File: src/tpsg_pkg.sv
// Purpose: constants and state type of the tone/pwm sound generator
// Assumes: 32-bit ahb-lite register access, one clock
// Notes: offsets are byte addresses of aligned words
package tpsg_pkg;
    // register byte offsets
    localparam logic [7:0] OFS_CTRL1 = 8'h00;
    localparam logic [7:0] OFS_CSR = 8'h04;
    localparam logic [7:0] OFS_CTRL2 = 8'h08;
    localparam logic [7:0] OFS_DUTY = 8'h0C;
    localparam logic [7:0] OFS_PITCH = 8'h10;
    localparam logic [7:0] OFS_REFDIV = 8'h14;
    localparam logic [7:0] OFS_MSTOP = 8'h18;
    // first control register fields
    localparam int BIT_RUN = 0;
    localparam int BIT_STOP_PROCEDURE_SELECT = 1;
    localparam int POS_ACS = 2;
    // control status register fields
    localparam int BIT_IRQ_EN = 7;
    localparam int BIT_DONE = 6;
    // second control register fields
    localparam int BIT_STOP_CONFIRM = 7;
    localparam int BIT_UNLOCK = 6;
    // module stop register field
    localparam int BIT_MSTOP = 0;
    // attenuation cycle select codes
    localparam logic [2:0] ACS_OFF = 3'h0;
    localparam logic [2:0] ACS_MAX = 3'h6;
    // decay of 1/32 per attenuation step
    localparam int DECAY_SHIFT = 5;
    localparam logic [12:0] DECAY_MUL = 13'h001F;
    // ahb-lite codes
    localparam logic [1:0] HTRANS_NONSEQ = 2'h2;
    localparam logic HRESP_OKAY = 1'b0;

    typedef struct packed {
        logic mstop;
        logic run_req;
        logic stop_procedure_select;
        logic [2:0] acs;
        logic irq_en;
        logic done;
        logic armed;
        logic suppress;
        logic stop_confirm;
        logic unlock;
        logic [7:0] duty;
        logic [7:0] pitch;
        logic [7:0] refdiv;
        logic running;
        logic [7:0] ref_cnt;
        logic [6:0] pitch_cnt;
        logic tone;
        logic [5:0] atten_cnt;
        logic [7:0] cur_duty;
        logic [7:0] pwm_cnt;
        logic sound;
        logic irq;
        logic dp_valid;
        logic dp_write;
        logic [7:0] dp_addr;
        logic [31:0] rdata;
    } tpsg_state_type;

    // module stop is the only field that resets to one
    localparam tpsg_state_type ST_RESET = '{mstop: 1'b1, default: '0};
endpackage

File: src/tpsg_sound_gen.sv
// Purpose: tone/pwm sound generator with auto attenuator, ahb-lite slave
// Assumes: generator clock is REF_CLK_IN, word accesses only
// Notes: zero-wait-state slave, every response okay
// Operation
// - eight-bit loudness duty, reset zero, read/write
// - output combines pwm pulse with square tone
// - divider writes ignored unless unlock bit set
// - reference divider divides clock, values 1..255
// - tone equals reference over twice pitch divider
// - run request enables regardless of stop confirm
// - output starts after register writes complete
// - attenuator off, mode zero: run request rules
// - attenuator off, mode one: stop confirm stops
// - attenuator on, mode zero: stop immediately
// - attenuator on, mode one: stop after done
// - duty shrinks by 1/32 each attenuation cycle
// - completion sets done flag, gated interrupt request
// - mode zero sets done only on first completion
// - flag cleared mid attenuation sets again later
// - reset holds module stop, registers then closed
// - cycle select: off, tone over 1..32, 7 prohibited
// - done cleared by write zero after read, duty write
//
// The implementer's own choices: the AHB-Lite interface to the registers and the register addresses.
`timescale 1ns/1ps
module tpsg_sound_gen
(
    // clock and reset
    input wire logic REF_CLK_IN,
    input wire logic RESETN_IN,
    // ahb-lite slave
    input wire logic HSEL_IN,
    input wire logic [31:0] HADDR_IN,
    input wire logic [1:0] HTRANS_IN,
    input wire logic HWRITE_IN,
    input wire logic [2:0] HSIZE_IN,
    input wire logic [31:0] HWDATA_IN,
    input wire logic HREADY_IN,
    output logic HREADYOUT_OUT,
    output logic [31:0] HRDATA_OUT,
    output logic HRESP_OUT,
    // sound and interrupt
    output logic SOUND_OUT,
    output logic ATTEN_IRQ_OUT
);

    tpsg_pkg::tpsg_state_type s_reg;
    tpsg_pkg::tpsg_state_type s_next;
    logic a_phase;
    logic dp_wr;
    logic ref_tick;
    logic pitch_tick;
    logic atk;
    logic done_evt;
    logic done_clr;

    // floor of d * 31 / 32
    function automatic logic [7:0] decay(input logic [7:0] d);
        logic [12:0] p;
        p = {5'h00, d} * tpsg_pkg::DECAY_MUL;
        return p[12:tpsg_pkg::DECAY_SHIFT];
    endfunction

    // tone periods per attenuation step, minus one
    function automatic logic [5:0] atten_last(input logic [2:0] sel);
        logic [5:0] one;
        one = 6'h01;
        return (one << (sel - 3'h1)) - 6'h01;
    endfunction

    // read value of a register; closed while in module stop
    function automatic logic [31:0] rd_mux(
        input tpsg_pkg::tpsg_state_type st,
        input logic [7:0] addr
    );
        logic [31:0] v;
        v = 32'h00000000;
        if (addr == tpsg_pkg::OFS_MSTOP)
        begin
            v[tpsg_pkg::BIT_MSTOP] = st.mstop;
        end
        else if (!st.mstop)
        begin
            case (addr)
                tpsg_pkg::OFS_CTRL1:
                begin
                    v[tpsg_pkg::BIT_RUN] = st.run_req;
                    v[tpsg_pkg::BIT_STOP_PROCEDURE_SELECT] = st.stop_procedure_select;
                    v[tpsg_pkg::POS_ACS +: 3] = st.acs;
                end
                tpsg_pkg::OFS_CSR:
                begin
                    v[tpsg_pkg::BIT_IRQ_EN] = st.irq_en;
                    v[tpsg_pkg::BIT_DONE] = st.done;
                end
                tpsg_pkg::OFS_CTRL2:
                begin
                    v[tpsg_pkg::BIT_STOP_CONFIRM] = st.stop_confirm;
                    v[tpsg_pkg::BIT_UNLOCK] = st.unlock;
                end
                tpsg_pkg::OFS_DUTY: v[7:0] = st.duty;
                tpsg_pkg::OFS_PITCH: v[7:0] = st.pitch;
                tpsg_pkg::OFS_REFDIV: v[7:0] = st.refdiv;
                default: v = 32'h00000000;
            endcase
        end
        return v;
    endfunction

    always_comb
    begin
        s_next = s_reg;
        ref_tick = 1'b0;
        pitch_tick = 1'b0;
        atk = 1'b0;
        done_evt = 1'b0;
        done_clr = 1'b0;
        a_phase = HSEL_IN && HREADY_IN && HTRANS_IN[1];
        dp_wr = s_reg.dp_valid && s_reg.dp_write;

        // run control from the settled registers
        if (s_reg.mstop)
        begin
            s_next.running = 1'b0;
        end
        else if (s_reg.run_req)
        begin
            s_next.running = 1'b1;
        end
        else if (!s_reg.stop_procedure_select)
        begin
            s_next.running = 1'b0;
        end
        else if (s_reg.acs == tpsg_pkg::ACS_OFF)
        begin
            s_next.running = s_reg.running && !s_reg.stop_confirm;
        end
        else
        begin
            s_next.running = s_reg.running && !s_reg.done;
        end

        // tone dividers and attenuator
        if (s_next.running && !s_reg.running)
        begin
            s_next.ref_cnt = 8'h00;
            s_next.pitch_cnt = 7'h00;
            s_next.tone = 1'b1;
            s_next.atten_cnt = 6'h00;
            s_next.cur_duty = s_reg.duty;
            s_next.suppress = 1'b0;
        end
        else if (s_reg.running)
        begin
            // a zero divider is treated as its largest count
            ref_tick = s_reg.ref_cnt >= s_reg.refdiv - 8'h01;
            s_next.ref_cnt = ref_tick ? 8'h00 : s_reg.ref_cnt + 8'h01;
            if (ref_tick)
            begin
                pitch_tick = s_reg.pitch_cnt >= s_reg.pitch[6:0] - 7'h01;
                s_next.pitch_cnt = pitch_tick ? 7'h00
                    : s_reg.pitch_cnt + 7'h01;
            end
            if (pitch_tick)
            begin
                s_next.tone = !s_reg.tone;
            end
            // a tone period ends on the high-to-low toggle
            if (pitch_tick && s_reg.tone && s_reg.acs != tpsg_pkg::ACS_OFF
                && s_reg.acs <= tpsg_pkg::ACS_MAX)
            begin
                atk = s_reg.atten_cnt >= atten_last(s_reg.acs);
                s_next.atten_cnt = atk ? 6'h00 : s_reg.atten_cnt + 6'h01;
            end
            if (atk)
            begin
                s_next.cur_duty = decay(s_reg.cur_duty);
                if (s_next.cur_duty == 8'h00)
                begin
                    done_evt = 1'b1;
                    // next operation starts again from the loudness value
                    s_next.cur_duty = s_reg.duty;
                end
            end
        end

        // free-running 256-clock pwm period
        s_next.pwm_cnt = s_reg.pwm_cnt + 8'h01;

        // data phase of a write
        if (dp_wr && s_reg.dp_addr == tpsg_pkg::OFS_MSTOP)
        begin
            s_next.mstop = HWDATA_IN[tpsg_pkg::BIT_MSTOP];
        end
        if (dp_wr && !s_reg.mstop)
        begin
            case (s_reg.dp_addr)
                tpsg_pkg::OFS_CTRL1:
                begin
                    s_next.run_req = HWDATA_IN[tpsg_pkg::BIT_RUN];
                    s_next.stop_procedure_select = HWDATA_IN[tpsg_pkg::BIT_STOP_PROCEDURE_SELECT];
                    s_next.acs = HWDATA_IN[tpsg_pkg::POS_ACS +: 3];
                end
                tpsg_pkg::OFS_CSR:
                begin
                    s_next.irq_en = HWDATA_IN[tpsg_pkg::BIT_IRQ_EN];
                    s_next.armed = 1'b0;
                    // zero clears only after a read of one
                    done_clr = s_reg.armed && !HWDATA_IN[tpsg_pkg::BIT_DONE];
                end
                tpsg_pkg::OFS_CTRL2:
                begin
                    s_next.stop_confirm =
                        HWDATA_IN[tpsg_pkg::BIT_STOP_CONFIRM];
                    s_next.unlock = HWDATA_IN[tpsg_pkg::BIT_UNLOCK];
                end
                tpsg_pkg::OFS_DUTY:
                begin
                    s_next.duty = HWDATA_IN[7:0];
                    s_next.cur_duty = HWDATA_IN[7:0];
                    s_next.atten_cnt = 6'h00;
                    done_clr = 1'b1;
                end
                tpsg_pkg::OFS_PITCH:
                begin
                    if (s_reg.unlock)
                    begin
                        s_next.pitch = HWDATA_IN[7:0];
                    end
                end
                tpsg_pkg::OFS_REFDIV:
                begin
                    if (s_reg.unlock)
                    begin
                        s_next.refdiv = HWDATA_IN[7:0];
                    end
                end
                default:
                begin
                    s_next.armed = s_reg.armed;
                end
            endcase
        end

        // done flag: an unsuppressed completion in the clearing cycle wins
        if (done_clr)
        begin
            s_next.done = 1'b0;
            s_next.suppress = 1'b0;
        end
        if (done_evt && !s_reg.suppress)
        begin
            s_next.done = 1'b1;
        end
        if (done_evt && !s_reg.stop_procedure_select)
        begin
            s_next.suppress = 1'b1;
        end

        // address phase; read data sees this cycle's write
        if (a_phase)
        begin
            s_next.dp_valid = 1'b1;
            s_next.dp_write = HWRITE_IN;
            s_next.dp_addr = HADDR_IN[7:0];
            if (!HWRITE_IN)
            begin
                s_next.rdata = rd_mux(s_next, HADDR_IN[7:0]);
                if (HADDR_IN[7:0] == tpsg_pkg::OFS_CSR && s_next.done
                    && !s_next.mstop)
                begin
                    s_next.armed = 1'b1;
                end
            end
        end
        else
        begin
            s_next.dp_valid = 1'b0;
            s_next.dp_write = 1'b0;
        end

        // gated pulse during the high tone half only
        s_next.sound = s_next.running && s_next.tone
            && (s_next.pwm_cnt < s_next.cur_duty);
        s_next.irq = s_next.done && s_next.irq_en;
    end

    always_ff @(posedge REF_CLK_IN)
    begin
        if (!RESETN_IN)
        begin
            s_reg <= tpsg_pkg::ST_RESET;
        end
        else
        begin
            s_reg <= s_next;
        end
    end

    // zero wait states, so the slave never stalls
    assign HREADYOUT_OUT = 1'b1;
    assign HRESP_OUT = tpsg_pkg::HRESP_OKAY;
    assign HRDATA_OUT = s_reg.rdata;
    assign SOUND_OUT = s_reg.sound;
    assign ATTEN_IRQ_OUT = s_reg.irq;
endmodule

File: config.mk
export PLATFORM = sky130hd
export DESIGN_NAME = tpsg_sound_gen
export DESIGN_NICKNAME = d
export VERILOG_FILES = /design/src/tpsg_pkg.sv /design/src/tpsg_sound_gen.sv
export SDC_FILE = /design/constraint.sdc
export NUM_CORES = 1
export LEC_CHECK = 0
export BUFFER_PORTS_ARGS = -buffer_cell sky130_fd_sc_hd__buf_2
export CAP_MARGIN = 20
export CORE_MARGIN = 1.5
export CORE_UTILIZATION = 57
export DETAILED_ROUTE_END_ITERATION = 7
export GPL_TIMING_DRIVEN = 0
export PLACE_DENSITY = 0.82
export SLEW_MARGIN = 20
export SYNTH_ARGS = -nofsm -noshare
export SYNTH_HDL_FRONTEND = slang
export SYNTH_SLANG_ARGS = --single-unit
export TNS_END_PERCENT = 5
File: constraint.sdc
create_clock -name REF_CLK_IN -period 7.8 [get_ports REF_CLK_IN]
set_input_delay 0.39 -clock REF_CLK_IN [delete_from_list [all_inputs] [get_ports REF_CLK_IN]]
set_output_delay 0.39 -clock REF_CLK_IN [all_outputs]
set_load 0.005 [all_outputs]
# ---- After elaboration in Yosys (flattened, before gate mapping)
# Index checks and enable logic that the tools add are counted.
dict set report word_totals {
  in_bits 74
  ff_bits 119
}
dict set report classes {
  n_mux 55
  reduce_logical 38
  addsub 8
  n_shift 1
  mul 1
  n_eq_ne 12
  n_bitwise 2
  n_lt_le_gt_ge 5
}
# cell n
set ops {}
lappend ops {{$mux 8} 9}
lappend ops {{$eq 8x5->1 const B} 6}
lappend ops {{$eq 8x4->1 const B} 4}
lappend ops {{$mux 31} 1}
lappend ops {{$mux 15} 2}
lappend ops {{$mux 1} 29}
lappend ops {{$mux 14} 2}
lappend ops {{$mux 26} 1}
lappend ops {{$logic_not 8->1} 3}
lappend ops {{$pmux 5 s4} 1}
lappend ops {{$logic_and 1x1->1} 19}
lappend ops {{$mux 6} 3}
lappend ops {{$add 8x1->8 const B} 2}
lappend ops {{$eq 8x3->1 const B} 2}
lappend ops {{$mul 8x5->13 const B} 1}
lappend ops {{$pmux 2 s5} 1}
lappend ops {{$logic_not 1->1} 9}
lappend ops {{$ge 8x8->1} 1}
lappend ops {{$lt 8x8->1} 1}
lappend ops {{$sub 8x1->8 const B} 1}
lappend ops {{$add 7x1->7 const B} 1}
lappend ops {{$ge 7x7->1} 1}
lappend ops {{$mux 7} 1}
lappend ops {{$sub 7x1->7 const B} 1}
lappend ops {{15 further kinds} 20}

# ---- Depth between registers and ports, before layout
dict set report logic_depth {
  ltp_word 24
  depth_mapped 26
}

# ---- Least setup slack after synthesis
# OpenSTA, ideal clock, no wires.
dict set report synth_timing {
  kind {register to register}
  start {reg s_reg[55] (netlist name)}
  end {reg s_reg (netlist bit SOUND_OUT)}
  stages_incl_launch_ff 24
  slack_ns 2.344
  setup_ns 0.074
  arrival_time_ns 5.382
  path_buffers 1
  path_cell_list {dfxtp_1 fa_1 fa_1 inv_1 fa_1 inv_1 ha_1 buf_6 a21o_1 a221o_1 nand3b_4 a311oi_2 nand4_2 o31ai_4 a221oi_1 o21bai_1 ha_1 a21o_1 a21o_1 a21oi_1 nor2b_1 o21ai_0 nand4_1 a31oi_1}
}
dict set report synth_via {
  elab_chain_cells 10
}
# item line
set synth_lines {}
lappend synth_lines {{from (decl)} tpsg_sound_gen.sv:47} ;# tpsg_pkg::tpsg_state_type s_reg;
lappend synth_lines {{from (signal assigned)} tpsg_sound_gen.sv:292} ;# s_reg <= tpsg_pkg::ST_RESET;
lappend synth_lines {{from (signal assigned)} tpsg_sound_gen.sv:296} ;# s_reg <= s_next;
lappend synth_lines {{$mul 8x5->13} tpsg_sound_gen.sv:60} ;# p = {5'h00, d} * tpsg_pkg::DECAY_MUL;
lappend synth_lines {{$logic_not 8->1} tpsg_sound_gen.sv:178} ;# if (s_next.cur_duty == 8'h00)
lappend synth_lines {{$mux 8} tpsg_sound_gen.sv:178}
lappend synth_lines {{$mux 8} tpsg_sound_gen.sv:175} ;# if (atk)
lappend synth_lines {{$mux 15 *} tpsg_sound_gen.sv:153} ;# else if (s_reg.running)
lappend synth_lines {{$mux 15 *} tpsg_sound_gen.sv:144} ;# if (s_next.running && !s_reg.running)
lappend synth_lines {{$mux 14} tpsg_sound_gen.sv:197} ;# case (s_reg.dp_addr)
lappend synth_lines {{$mux 14 *} tpsg_sound_gen.sv:195} ;# if (dp_wr && !s_reg.mstop)
lappend synth_lines {{$lt 8x8->1 *} tpsg_sound_gen.sv:284} ;# && (s_next.pwm_cnt < s_next.cur_duty);
lappend synth_lines {{$logic_and 1x1->1 *} tpsg_sound_gen.sv:284}
# Mark *: on every way between the ends. The rest lies on a longest branch, timed or not.
# A chain may end at the register's enable or synchronous reset.

# ---- Worst setup path after layout
# Same ends and word-level chain as after synthesis.

==> results.toml <==
[job]
max-cap-violations = 0

[global_routing]
grt_start_max_net_pins = 15
grt_pass1_vias = 4943
grt_overflow = 0
track_usage_pct = 26.1
antenna_found_initial = 0
grt_pass1_wl_um = 24300

[clocking]
clock_path_buffers = 2
cts_resized = 0
cts_buffers = 9
cts-root-buf = "clkbuf_16"
clkSlewWorstSetupHoldPaths_ps = 60
h-tree-depth = 3
cts_hold_buf = 0
insertion_delay_ps = 350
clkSinkCount = 95
tritoncts = "yes"
post_cts_buffers = 0

[sta]
rsz0062_at_grt = "no"
fin_crit_ps = 6140
fin_hold_ws_ps = 306
fin_ws_ps = 1660
period_share_pct = 78.7
hold_viol = 0
setup-violations-final = 0
max_freq_mhz = 163
worst_pin_slew_ps = 889
setup-tns-final_ps = 0
maxSlewHeadroom_pct = 40.4
slew_violations = 0
skew_ps = 9.73

[routing]
vias = 5385
drt_wl_total_um = 14900
wire_per_inst_um = 15.8
avgViaCountPerCell = 5.72
drt_first_pass_iters = 5
antenna_left = 0
drtIter0Drc = 369
drc_errors = 0

[logic_synthesis]
ys_seq_area_share_pct = 29.4
synth.distinct_cells = 70
synth_edf_count = 0
syn_area_per_cell_um2 = 8.80
synthArstFlopShare_pct = 0
synthCells = 735
synth_ff_type = "dfxtp_1"
ys.warnings.count = 0
syn_area_um2 = 6470
ys_ff_latch = 95

[critical_path]
crit_path_max_incr_delay_ps = 520
critPathMaxFanout = 8
worst-path-buf-inv = 3
cp.arrival_ps = 6400
endpoint_kind = "flop"
required_ps = 8060
worstPathCellList = "fa_1 -> fa_1 -> inv_1 -> fa_1 -> inv_1 -> ha_1 -> buf_6 -> a21o_1 -> a221o_1 -> nand3b_4 -> a311oi_2 -> nand4_2 -> o31ai_4 -> a221oi_1 -> o21bai_1 -> ha_1 -> a21o_1 -> a21o_1 -> a21oi_1 -> nor2b_1 -> o21ai_0 -> nand4_1 -> a31oi_1"
crit_slowest_cell = "fa_1"
critical_path_class = "flop to flop"
crit_family = "compound AO/OA/AOI/OAI gates"
start_kind = "flop"

[power]
p_leak_nw = 3.28
vdd_drop_max_mv = 0.128
power_density_nw_per_um2 = 138

[final_layout]
fin_area_um2 = 7170
drive_gt1_share_pct = 12.6
nets = 944
seqCellArea_um2 = 1900
n_antenna_cell = 0
area_growth_pct = 10.8
multi_input_area_um2 = 4210
largest_register_ff_count = 85
instances_no_fill = 941
fillers = 917

[place]
placed_cells = 927
pre_cts_ws_ps = 1730
place_congestion = 0.924
post-dp-hpwl_um = 11700
dpl_cell_area_um2 = 6880
port_buffers = 28

[die]
core_area_um2 = 10900
die_w_um = 110
boundaryPins = 110
core.rowCount = 38
dieArea_um2 = 12000
start_util_pct = 59.2
die_h_um = 110

[min_path]
hold_class = "input pin to flop"

[run_status]
outcome = "complete, no violations"
[placed cells by master (no fill, tap or decap), types with 11 or more instances in the layout]
cell type  instances
dfxtp_1           95
nand2_1           65
nor2_1            64
ha_1              56
mux2i_1           35
buf_4             34
buf_2             31
a21oi_1           28
inv_1             27
o21ai_0           27
conb_1            26
xor2_1            23
nor2b_1           23
nand3_1           21
xnor2_1           18
clkbuf_1          17
and2_1            16
fa_1              16
nor3_1            14
and3_1            12
a21o_1            11
a21boi_0          11
[Yosys cell counts, drive strengths merged, types with 3 or more instances]
master,number,area (µm²)
a2111oi,3,26.3
a211oi,4,30.0
a21boi,12,90.1
a21o,11,82.6
a21oi,28,140
a221oi,3,26.3
a22o,3,26.3
a31oi,5,31.3
and2,16,100
and3,12,75.1
buf,38,282
clkbuf,17,63.8
dfxtp,95,1900
fa,16,320
ha,56,701
inv,27,101
mux2,5,56.3
mux2i,35,350
nand2,66,250
nand2b,9,56.3
nand3,21,105
nand4,11,75.1
nor2,65,246
nor2b,23,144
nor3,17,106
nor4,4,40.0
o211ai,10,75.1
o21a,4,30.0
o21ai,27,135
o21bai,7,52.6
o22ai,6,37.5
or2,3,18.8
xnor2,18,158
xor2,23,201
[through the flow]
| stage | total power [mW] | utilization, % |
|---|---|---|
| floorplan | 0.539 | - |
| finish | 0.993 | 65.6 |
| CTS | 0.994 | 65.6 |
| global route | 1.02 | 65.6 |
| detailed placement | 0.558 | 62.9 |
| global placement | 0.556 | 62.9 |
[layer usage]
metal,global-route usage (%),vias up,part of all wire (%)
met3,4.09,25,5.3
met2,43.1,170,47
met4,8.63,0,1.8
li1,-,2665,-
met1,34.7,2525,45
met5,0,-,0
[worst register-to-register path, stage by stage (launching register included)]
cell and delay, ps:
dfxtp_1 500, fa_1 500, fa_1 520, inv_1 50
fa_1 500, inv_1 40, ha_1 290, buf_6 140
a21o_1 190, a221o_1 410, nand3b_4 180, a311oi_2 360
nand4_2 200, o31ai_4 370, a221oi_1 190, o21bai_1 200
ha_1 320, a21o_1 180, a21o_1 170, a21oi_1 180
nor2b_1 70, o21ai_0 150, nand4_1 130, a31oi_1 200
[worst paths after layout]
path / slack, ps / depth (start not counted) / end / startpoint
worst max register to register: 1660 / 23 / SOUND_OUT$_SDFF_PN0_ / s_reg[55]$_SDFF_PN0_
worst max-delay path: 1660 / 23 / SOUND_OUT$_SDFF_PN0_ / s_reg[55]$_SDFF_PN0_
worst min-delay path: 310 / 3 / s_reg[33]$_SDFFE_PN0P_ / HADDR_IN[1]
worst min register to register: 450 / 2 / s_reg[39]$_SDFFE_PN0P_ / s_reg[39]$_SDFFE_PN0P_
[cell families after synthesis]
family | Yosys count | synth area share [%]
compound gates | 140 | 14.8
xor+xnor | 41 | 5.55
fa+ha+maj | 72 | 15.8
buf+inv | 82 | 6.90
flops | 95 | 29.4
mux | 40 | 6.28
other cells | 2 | 0.116
simple gates | 263 | 21.2
[area by class of cell]
class                           instances  area share [%]
Clock buffer                           11            3.52
Multi-Input combinational cell        582            58.7
Sequential cell                        95            26.5
Tap cell                              140            2.44
Buffer                                 55            4.81
Inverter                               27            1.41
Clock inverter                          3           0.611
Timing Repair Buffer                   28            1.95
[power by group]
part | switching, mW | total [mW] | internal [mW]
clock network | 0.182 | 0.444 | 0.262
logic | 0.0330 | 0.0575 | 0.0246
registers | 0.00312 | 0.491 | 0.488
total | 0.218 | 0.993 | 0.775
Power figures use the tool's default switching activity.
